## src/hdl/dma_pkg.sv

```systemverilog
// Shared constants and carrier types for the packet DMA controller
package dma_pkg;

    // ------------------------------------------------------------------
    // Geometry
    // ------------------------------------------------------------------
    localparam int          NUM_CH      = 4;
    localparam int          QUEUE_DEPTH = 16;
    localparam int          PKT_W       = 5;
    localparam logic [4:0]  QUEUE_FULL  = 5'h10;

    // ------------------------------------------------------------------
    // Register map, byte offsets from the controller base
    // ------------------------------------------------------------------
    localparam logic [15:0] CTRL_BASE   = 16'h4000;
    localparam logic [3:0]  OFS_CH_LAST = 4'h7;
    localparam logic [3:0]  OFS_CMD     = 4'h8;
    localparam logic [3:0]  OFS_REQ     = 4'h9;
    localparam logic [3:0]  OFS_MASK    = 4'hA;
    localparam logic [3:0]  OFS_MODE    = 4'hB;
    localparam logic [3:0]  OFS_CLR_FF  = 4'hC;

    // ------------------------------------------------------------------
    // Field positions and encodings
    // ------------------------------------------------------------------
    localparam int          CMD_M2M_BIT = 0;
    localparam int          REQ_SET_BIT = 2;
    localparam int          MODE_TYPE_LSB = 2;
    localparam int          MODE_SEL_LSB  = 6;
    localparam logic [1:0]  TYPE_VERIFY = 2'h0;
    localparam logic [1:0]  TYPE_WRITE  = 2'h1;
    localparam logic [1:0]  TYPE_READ   = 2'h2;
    localparam logic [1:0]  SEL_DEMAND  = 2'h0;
    localparam logic [1:0]  SEL_SINGLE  = 2'h1;
    localparam logic [1:0]  SEL_BLOCK   = 2'h2;

    // ------------------------------------------------------------------
    // Packet layout and reset values
    // ------------------------------------------------------------------
    localparam logic [7:0]  HDR_BYTES   = 8'h08;
    localparam logic [9:0]  MAX_PAYLOAD = 10'h3F8;
    localparam logic [3:0]  RST_MASK    = 4'hF;
    localparam logic [3:0]  RST_DONE    = 4'hF;

    // ------------------------------------------------------------------
    // Types
    // ------------------------------------------------------------------
    typedef enum logic [5:0] {
        ST_IDLE    = 6'h01,
        ST_DEV     = 6'h02,
        ST_M2M_RD  = 6'h04,
        ST_M2M_WR  = 6'h08,
        ST_SG_LOAD = 6'h10,
        ST_PIO     = 6'h20
    } state_e;

    typedef struct packed {
        logic [15:0] addr;
        logic        rd;
        logic        wr;
        logic [7:0]  wdata;
        logic [3:0]  dack;
        logic        tc;
    } mem_cycle_s;

    typedef struct packed {
        logic        wr;
        logic        rd;
        logic [15:0] addr;
        logic [7:0]  wdata;
    } reg_req_s;

    typedef struct packed {
        logic        push;
        logic [1:0]  ch;
        logic [4:0]  pkt;
    } sg_push_s;

    typedef struct packed {
        logic        req;
        logic        wr;
        logic [15:0] addr;
        logic [7:0]  wdata;
    } pio_req_s;

    typedef struct packed {
        state_e           st;
        logic [3:0][15:0] addr;
        logic [3:0][15:0] cnt;
        logic [3:0][7:0]  mode;
        logic [3:0]       mask;
        logic [3:0]       sreq;
        logic [3:0]       blk;
        logic [3:0]       done;
        logic [3:0]       tc;
        logic             m2m;
        logic             ff;
        logic [7:0]       rdata;
        mem_cycle_s       cyc;
        logic [3:0][3:0]  wp;
        logic [3:0][3:0]  rp;
        logic [3:0][4:0]  qn;
        logic [3:0][14:0] ext;
        logic [1:0]       ld_ch;
        logic             pio_ack;
        logic [7:0]       pio_rdata;
        logic [3:0]       dsync1;
        logic [3:0]       dsync2;
    } dma_state_s;

endpackage

```

## src/hdl/packet_isa_dma_controller.sv

```systemverilog
// Four channel packet and bus DMA controller with packet queues
//----------------------------------------------------------------------
// What this block does
// Count register holds bytes minus one
// Payload per packet capped at 1016 bytes
// Packet transfers start at byte offset 8
// Address MSB plus packet number selects slot
// Channel registers consecutive from base 0x4000
// Cleared byte pointer: low byte first
// Byte pointer toggles on each byte access
// One mode write programs a whole channel
// Status read clears stale terminal counts
// Shadow output mirrors every terminal count
// Software masks channel while programming it
// Software acquires bus and sets window
// No cycles while microcontroller holds bus, except the write half of a copy already begun
// Command write with bit clear: device mode
// Only channels 2, 3 reach external memory, except in mem-to-mem copies on channels 0, 1
// External transfers stay in low 32 KB
// Mem-to-mem: channel 0 source, 1 destination
// Channel 1 count and terminal count govern
// Software request on channel 0 starts copy
// Four channels, sixteen queued packets each
// Queued packets run with no software help, except that channel 0 runs only its first queued copy
// Programmed cycles steal gaps between transfers
// Queued copy: packet and external memory only
// Memory operation bit picks external memory
// Status terminal count bits clear on read
// Shadow reads never clear anything
// Count past zero: terminal count, stop
//----------------------------------------------------------------------
`timescale 1ns/1ps
module packet_isa_dma_controller (
    // Clock and reset
    input  wire logic                sys_clk,
    input  wire logic                sys_rst,
    // Register port
    input  wire dma_pkg::reg_req_s   reg_req,
    output logic [7:0]               reg_rdata,
    // Bus ownership and device requests
    input  wire logic                bus_hold,
    input  wire logic [3:0]          dreq,
    // Memory and device cycles
    output dma_pkg::mem_cycle_s      mem_cyc,
    input  wire logic [7:0]          mem_rdata,
    // Terminal count shadow
    output logic [3:0]               bus_stat_tc,
    // Scatter/gather queues
    input  wire dma_pkg::sg_push_s   sg_push,
    input  wire logic [3:0]          sg_enable,
    input  wire logic [3:0]          sg_memory_operation_bit,
    input  wire logic [14:0]         sg_ext_addr,
    input  wire logic [9:0]          sg_size,
    output logic [3:0]               sg_full,
    // Programmed I/O engine
    input  wire dma_pkg::pio_req_s   pio_req,
    output logic                     pio_ack,
    output logic [7:0]               pio_rdata
);
    import dma_pkg::*;

    //------------------------------------------------------------------
    // State
    //------------------------------------------------------------------
    dma_state_s q;
    dma_state_s d;
    logic       hit;
    logic [3:0] ofs;
    logic [3:0] tc_set;
    logic       q_wr;
    logic [5:0] q_waddr;
    logic       q_rd;
    logic [5:0] q_raddr;
    logic [4:0] q_rdata;

    assign hit = reg_req.addr[15:4] == CTRL_BASE[15:4];
    assign ofs = reg_req.addr[3:0];

    always_comb begin
        logic       found;
        logic [1:0] c;
        logic [1:0] ty;
        logic [9:0] sz;
        logic [15:0] pa;
        logic [15:0] ea;
        found = 1'b0;
        c = 2'h0;
        ty = 2'h0;
        sz = 10'h000;
        pa = 16'h0000;
        ea = 16'h0000;
        d = q;
        tc_set = 4'h0;
        q_wr = 1'b0;
        q_waddr = 6'h00;
        q_rd = 1'b0;
        q_raddr = 6'h00;
        d.cyc = '0;
        d.pio_ack = 1'b0;
        d.dsync1 = dreq;
        d.dsync2 = q.dsync1;

        //--------------------------------------------------------------
        // Register writes
        //--------------------------------------------------------------
        if (hit && reg_req.wr) begin
            if (ofs <= OFS_CH_LAST) begin
                // consecutive channel pairs
                c = ofs[2:1];
                // pointer steers and toggles
                d.ff = ~q.ff;
                if (ofs[0]) begin
                    if (q.ff) d.cnt[c][15:8] = reg_req.wdata;
                    else d.cnt[c][7:0] = reg_req.wdata;
                    d.done[c] = 1'b0;
                end else begin
                    if (q.ff) d.addr[c][15:8] = reg_req.wdata;
                    else d.addr[c][7:0] = reg_req.wdata;
                end
            end
            case (ofs)
                // clear bit returns device mode
                OFS_CMD:    d.m2m = reg_req.wdata[CMD_M2M_BIT];
                OFS_REQ:    d.sreq[reg_req.wdata[1:0]] =
                                reg_req.wdata[REQ_SET_BIT];
                OFS_MASK:   d.mask[reg_req.wdata[1:0]] =
                                reg_req.wdata[REQ_SET_BIT];
                // whole channel mode in one byte
                OFS_MODE:   d.mode[reg_req.wdata[1:0]] = reg_req.wdata;
                OFS_CLR_FF: d.ff = 1'b0;
                default:    ;
            endcase
        end

        //--------------------------------------------------------------
        // Register reads
        //--------------------------------------------------------------
        if (hit && reg_req.rd) begin
            d.rdata = 8'h00;
            if (ofs <= OFS_CH_LAST) begin
                c = ofs[2:1];
                d.ff = ~q.ff;
                pa = ofs[0] ? q.cnt[c] : q.addr[c];
                d.rdata = q.ff ? pa[15:8] : pa[7:0];
            end else if (ofs == OFS_CMD) begin
                d.rdata = {q.sreq, q.tc};
                // destructive read
                d.tc = 4'h0;
            end
        end

        //--------------------------------------------------------------
        // Queue push
        //--------------------------------------------------------------
        // sixteen deep per channel, full drops
        if (sg_push.push && q.qn[sg_push.ch] != QUEUE_FULL) begin
            q_wr = 1'b1;
            q_waddr = {sg_push.ch, q.wp[sg_push.ch]};
            d.wp[sg_push.ch] = q.wp[sg_push.ch] + 4'h1;
            d.qn[sg_push.ch] = q.qn[sg_push.ch] + 5'h01;
        end
        for (int i = 0; i < NUM_CH; i++) begin
            if (!sg_enable[i]) d.ext[i] = sg_ext_addr;
        end

        //--------------------------------------------------------------
        // Transfer engine
        //--------------------------------------------------------------
        case (q.st)
            ST_IDLE: begin
                for (int i = 0; i < NUM_CH; i++) begin
                    if (!found && !q.mask[i] && !q.done[i] &&
                        (q.dsync2[i] || q.sreq[i] || q.blk[i]) &&
                        !(q.m2m && i < 2)) begin
                        found = 1'b1;
                        c = 2'(i);
                    end
                end
                // no bus cycle starts while bus is held
                if (bus_hold) begin
                    found = 1'b0;
                end else if (pio_req.req && !q.pio_ack) begin
                    // programmed cycle in a gap
                    d.cyc.addr = pio_req.addr;
                    d.cyc.wr = pio_req.wr;
                    d.cyc.rd = ~pio_req.wr;
                    d.cyc.wdata = pio_req.wdata;
                    d.st = ST_PIO;
                    found = 1'b0;
                end else if (q.m2m && q.sreq[0] && !q.done[1]) begin
                    // read source on channel 0
                    d.cyc.addr = q.addr[0];
                    d.cyc.rd = 1'b1;
                    d.addr[0] = q.addr[0] + 16'h0001;
                    d.st = ST_M2M_RD;
                    found = 1'b0;
                end
                if (found) begin
                    ty = q.mode[c][MODE_TYPE_LSB +: 2];
                    // low channels kept in packet memory
                    d.cyc.addr = (c < 2'h2) ?
                        {1'b1, q.addr[c][14:0]} : q.addr[c];
                    d.cyc.rd = ty == TYPE_READ;
                    d.cyc.wr = ty == TYPE_WRITE;
                    d.cyc.dack[c] = 1'b1;
                    d.addr[c] = q.addr[c] + 16'h0001;
                    if (q.mode[c][MODE_SEL_LSB +: 2] == SEL_BLOCK)
                        d.blk[c] = 1'b1;
                    // count past zero ends session
                    if (q.cnt[c] == 16'h0000) begin
                        tc_set[c] = 1'b1;
                        d.done[c] = 1'b1;
                        d.sreq[c] = 1'b0;
                        d.blk[c] = 1'b0;
                        d.cyc.tc = 1'b1;
                    end else begin
                        d.cnt[c] = q.cnt[c] - 16'h0001;
                    end
                    d.st = ST_DEV;
                end else if (d.st == ST_IDLE) begin
                    for (int i = 0; i < NUM_CH; i++) begin
                        if (!q_rd && sg_enable[i] && q.done[i] &&
                            q.qn[i] != 5'h00) begin
                            q_rd = 1'b1;
                            q_raddr = {2'(i), q.rp[i]};
                            d.ld_ch = 2'(i);
                        end
                    end
                    if (q_rd) d.st = ST_SG_LOAD;
                end
            end
            ST_M2M_RD: begin
                // write channel 1, its count rules
                d.cyc.addr = q.addr[1];
                d.cyc.wr = 1'b1;
                d.cyc.wdata = mem_rdata;
                d.addr[1] = q.addr[1] + 16'h0001;
                if (q.cnt[1] == 16'h0000) begin
                    tc_set[1] = 1'b1;
                    d.done[1] = 1'b1;
                    d.sreq[0] = 1'b0;
                    d.cyc.tc = 1'b1;
                end else begin
                    d.cnt[1] = q.cnt[1] - 16'h0001;
                end
                d.st = ST_M2M_WR;
            end
            ST_SG_LOAD: begin
                c = q.ld_ch;
                // clamp payload, at least one byte
                sz = (sg_size > MAX_PAYLOAD) ? MAX_PAYLOAD : sg_size;
                if (sz == 10'h000) sz = 10'h001;
                // packet slot, header skipped
                pa = {1'b1, q_rdata, 2'b00, HDR_BYTES};
                // external target inside low 32 KB
                ea = {1'b0, q.ext[c]};
                // program channel without software
                d.cnt[c] = {6'h00, sz - 10'h001};
                d.done[c] = 1'b0;
                d.mask[c] = 1'b0;
                d.rp[c] = q.rp[c] + 4'h1;
                d.qn[c] = d.qn[c] - 5'h01;
                // external only on high channels
                d.addr[c] = (sg_memory_operation_bit[c] && c >= 2'h2) ? ea : pa;
                if (sg_memory_operation_bit[c] && c >= 2'h2)
                    d.ext[c] = q.ext[c] + {5'h00, sz};
                if (q.m2m && c == 2'h0) begin
                    // queued copy, packet and external
                    d.addr[0] = sg_memory_operation_bit[0] ? ea : pa;
                    d.addr[1] = sg_memory_operation_bit[0] ? pa : ea;
                    d.cnt[1] = {6'h00, sz - 10'h001};
                    d.done[1] = 1'b0;
                    d.sreq[0] = 1'b1;
                    d.ext[0] = q.ext[0] + {5'h00, sz};
                end
                d.st = ST_IDLE;
            end
            ST_PIO: begin
                d.pio_ack = 1'b1;
                d.pio_rdata = mem_rdata;
                d.st = ST_IDLE;
            end
            ST_DEV, ST_M2M_WR: d.st = ST_IDLE;
            default: d.st = ST_IDLE;
        endcase
        // Event wins over a clearing read in the same cycle
        d.tc = d.tc | tc_set;
    end

    always_ff @(posedge sys_clk) begin
        if (sys_rst) begin
            q <= '0;
            q.st <= ST_IDLE;
            q.mask <= RST_MASK;
            q.done <= RST_DONE;
        end else begin
            q <= d;
        end
    end

    //------------------------------------------------------------------
    // Queue storage
    //------------------------------------------------------------------
    pkt_queue_mem #(
        .AW (6),
        .DW (PKT_W)
    ) u_queue (
        .sys_clk (sys_clk),
        .wr_en   (q_wr),
        .wr_addr (q_waddr),
        .wr_data (sg_push.pkt),
        .rd_en   (q_rd),
        .rd_addr (q_raddr),
        .rd_data (q_rdata)
    );

    //------------------------------------------------------------------
    // Outputs
    //------------------------------------------------------------------
    // shadow is a plain copy of the status bits, so a status read clears it too
    assign bus_stat_tc = q.tc;
    assign reg_rdata = q.rdata;
    assign mem_cyc = q.cyc;
    assign pio_ack = q.pio_ack;
    assign pio_rdata = q.pio_rdata;
    for (genvar g = 0; g < NUM_CH; g++) begin : g_full
        assign sg_full[g] = q.qn[g] == QUEUE_FULL;
    end
endmodule

```

## src/hdl/pkt_queue_mem.sv

```systemverilog
// Packet number queue storage with registered read data
`timescale 1ns/1ps
module pkt_queue_mem #(
    parameter int AW = 6,
    parameter int DW = 5
) (
    // Clock
    input  wire logic          sys_clk,
    // Write side
    input  wire logic          wr_en,
    input  wire logic [AW-1:0] wr_addr,
    input  wire logic [DW-1:0] wr_data,
    // Read side
    input  wire logic          rd_en,
    input  wire logic [AW-1:0] rd_addr,
    output logic      [DW-1:0] rd_data
);

    logic [DW-1:0] mem [2**AW];

    // Contents are undefined until pushed; pointers guard every read
    always_ff @(posedge sys_clk) begin
        if (wr_en) begin
            mem[wr_addr] <= wr_data;
        end
        if (rd_en) begin
            rd_data <= mem[rd_addr];
        end
    end

endmodule

```

## config.mk

```make
export PLATFORM = sky130hd
export DESIGN_NAME = packet_isa_dma_controller
export DESIGN_NICKNAME = d
export VERILOG_FILES = /design/src/hdl/dma_pkg.sv /design/src/hdl/packet_isa_dma_controller.sv /design/src/hdl/pkt_queue_mem.sv
export SDC_FILE = /design/constraint.sdc
export NUM_CORES = 2
export LEC_CHECK = 0
export BUFFER_PORTS_ARGS = -buffer_cell sky130_fd_sc_hd__buf_2
export CORE_ASPECT_RATIO = 1.2
export CORE_MARGIN = 4
export CORE_UTILIZATION = 46
export CTS_CLUSTER_DIAMETER = 200
export CTS_CLUSTER_SIZE = 20
export DETAILED_ROUTE_END_ITERATION = 16
export HOLD_SLACK_MARGIN = 0.1
export SYNTH_ARGS = -nofsm -noshare
export SYNTH_HDL_FRONTEND = slang
export SYNTH_SLANG_ARGS = --single-unit
```

## constraint.sdc

```tcl
create_clock -name sys_clk -period 6.1 [get_ports sys_clk]
set_input_delay 1.22 -clock sys_clk [delete_from_list [all_inputs] [get_ports sys_clk]]
set_output_delay 1.22 -clock sys_clk [all_outputs]
set_load 0.01 [all_outputs]
```

==> summary.txt <==
STA
  – Slew Limit Headroom: 0.168
  – Min Tclk post-route: 5.03 ns
  – Final Hold Fails: 0
  – Max Freq: 199 MHz
  – RSZ-0062 raised after global routing: no
  – Worst hold margin: 0.442 ns
  – Clock skew: 0.0351 ns
  – Final setup vio count: 0
  – Final TNS setup: 0 ns
  – Worst Tran Pin Value: 1.23 ns
  – Max-slew violations: 0
  – Final period util: 0.825

Setup path
  – Crit path max fanout: 24
  – Worst Setup SP: reg_req[11]
  – Crit path launch type: input port
  – WP buf/inv: 2
  – Arr. time, crit path: 5.50 ns
  – Reg2reg start: q[171]$_SDFFE_PP0P_
  – Largest stage delay on the critical path: 0.54 ns
  – CP Class: in -> reg
  – Slowest CP cell: xor2_1
  – Most used cell, CP: nand2_1
  – Crit-path leading delay family: compound AO/OA/AOI/OAI gates
  – Critical Path, Cell by Cell: buf_2 -> o21ba_2 -> and2_1 -> a21o_1 -> nand2_1 -> buf_4 -> nand2_1 -> and3_1 -> a31oi_1 -> ha_1 -> and4bb_2 -> nand4_1 -> xor2_1 -> o22ai_1
  – CP endpoint kind: flop
  – Critical path required time: 6.57 ns

GRT
  – Vias in the first global route: 29648
  – Largest net degree at the start of global routing: 162
  – GR Util met2: 0.498
  – Initial antenna violation count: 6
  – Total track usage: 0.303
  – M1 GR Usage: 0.364
  – First-pass GRT wire length: 193 mm
  – Met3 usage: 0.0584
  – Total gr overflow: 0
  – Busiest grt layer: met2

Floorplan
  – # IOs: 164
  – Die H: 315 um
  – Core box area: 77800 um^2
  – Die area: 83100 um^2
  – Initial Util: 0.464
  – DIE WIDTH: 264 um
  – FP Rows: 112

Yosys
  – Fraction of registers with async set/reset: 0
  – Yosys top cell by area: edfxtp_1
  – Syn nets: 3808
  – Ys flop type: dfxtp_1
  – Yosys cell types: 105
  – Mapped Area: 36100 um^2
  – Top cells by area, synth: edfxtp_1 (27%), dfxtp_1 (19%), mux2i_1 (6.4%), mux4_2 (5.3%), nor2_1 (4.5%)
  – Post-synth EDFFs: 325
  – Cells after Synth: 3666
  – Seq/Total Area, Yosys: 0.460
  – Avg Cell Area, Syn: 9.85 um^2
  – Synth warn: 0
  – Yosys reg bits: 667
  – Top cell type's share of synthesized area: 0.270

CTS
  – Setup Fix Bufs, Post-CTS: 0
  – Worst-path clk slew: 0.10 ns
  – Root Driver: clkbuf_16
  – CTS sink count: 667
  – H-tree depth reported by CTS: 2
  – Clk buf depth: 3
  – Post-CTS sizing: 0
  – Hold Buf Count CTS: 0
  – Num CTS Buffers: 39
  – TritonCTS clock tree: yes
  – Worst skew pair latency: 0.62 ns

Power
  – Power density cells: 242 nW/um^2
  – VDD IR max: 0.269 mV
  – Static leakage: 0.0137 uW

Placed design
  – Final HPWL DP: 91.3 mm
  – # port buffers: 162
  – DP Cell Count: 4662
  – Gpl congestion: 0.998

Cells and area
  – Share of layout cells above drive strength 1: 0.138
  – Fin nets: 3819
  – Area added between synthesis and finish: 7.89%
  – Fin cells: 4726
  – Final core utilization: 0.501
  – # fillers: 7256

Detailed routing
  – Vias per std cell: 6.48
  – Routed via count: 30602
  – DR iter-0 viols: 3556
  – Final wirelength: 131 mm
  – Drt pass-1 iters: 14
  – WL per Instance: 27.7 um
  – Drc violations: 0
  – Antenna viol nets, final: 0

Run status
  – Status: complete, no violations

Job
  – Max Cap Viol: 0

Hold path
  – Hold Crit Start: d[0]$_SDFF_PP0_
  – Worst hold-check path type: reg -> reg
-- path summary, 6_finish.rpt --
kind	slack, ns	cells after the start	endpoint
max	1.07	14	q[350]$_SDFF_PP0_
min	0.44	1	q[0]$_SDFF_PP0_
max reg2reg	1.14	13	q[350]$_SDFF_PP0_
min reg2reg	0.44	1	q[0]$_SDFF_PP0_
-- layer usage --
layer	routed length [um]	share of wire
met5	51	0.00039
met4	10500	0.080
met1	48600	0.37
met2	60800	0.46
met3	11000	0.084
-- power by group --
group	switching, uW	internal (uW)	leakage (uW)
registers	86.6	4780	0.00570
logic	1180	554	0.00749
clock network	1580	1240	0.000543
-- layout make-up --
class	count	area (um^2)	area share
Inverter	49	184	0.00472
Multi-Input combinational cell	2641	18000	0.461
Antenna cell	3	7.51	0.000193
Tap cell	1026	1280	0.0329
Clock buffer	58	1070	0.0274
Timing Repair Buffer	279	1790	0.0458
Clock inverter	3	66.3	0.00170
Sequential cell	667	16600	0.426
-- cell usage in the layout (no fill, tap or decap), types with 47 or more instances in the layout --
cell      instances
nor2_1          427
and3_1           70
inv_1            47
xnor2_1          55
a21oi_1         208
nor3_1           49
dfxtp_1         340
o21ai_0         100
buf_2           161
mux4_2           85
edfxtp_1        325
nand2_1         411
mux2i_1         232
o22ai_1          94
nand3_1         109
a31oi_1          50
a211oi_1        125
buf_4           110
-- through the flow --
step	setup WS [ns]	area, um^2	power [uW]
after global placement	0.696	37800	6630
after detailed placement	0.666	37800	6650
final	1.07	39000	9420
after floorplan	1.61	36100	6000
after CTS	1.30	39000	9420
after global routing	0.858	39000	9720
-- synth_stat cells (all sizes together) (22+ instances only) --
cell type	instances
and2	29
dfxtp	342
a211oi	126
ha	32
mux2	41
nand3	111
mux4	85
mux2i	232
o22ai	94
and3	71
a21oi	213
a31oi	50
inv	48
nand2	413
or3	24
xnor2	55
nor3	54
nor2b	31
a22o	24
edfxtp	325
xor2	41
a222oi	22
buf	114
o21ai	106
nor2	432
clkbuf	195
-- cells by family after synthesis --
logic type               synth area share
AND/OR/NAND/NOR                     0.162
multiplexers                        0.130
AO/OA/AOI/OAI                       0.167
adder cells (fa/ha/maj)            0.0122
buffers and inverters              0.0454
XOR/XNOR                           0.0233
flip-flops                          0.460
-- sequential cells by signal, indices dropped and copies added, names as in the netlist, named ones only --
name             cells
q                  282
u_queue.mem        320
mem_cyc             31
reg_rdata            8
pio_rdata            8
bus_stat_tc          4
u_queue.rd_data      5
pio_ack              1
d                    4
Note: power is estimated with default switching activity, not from simulation.
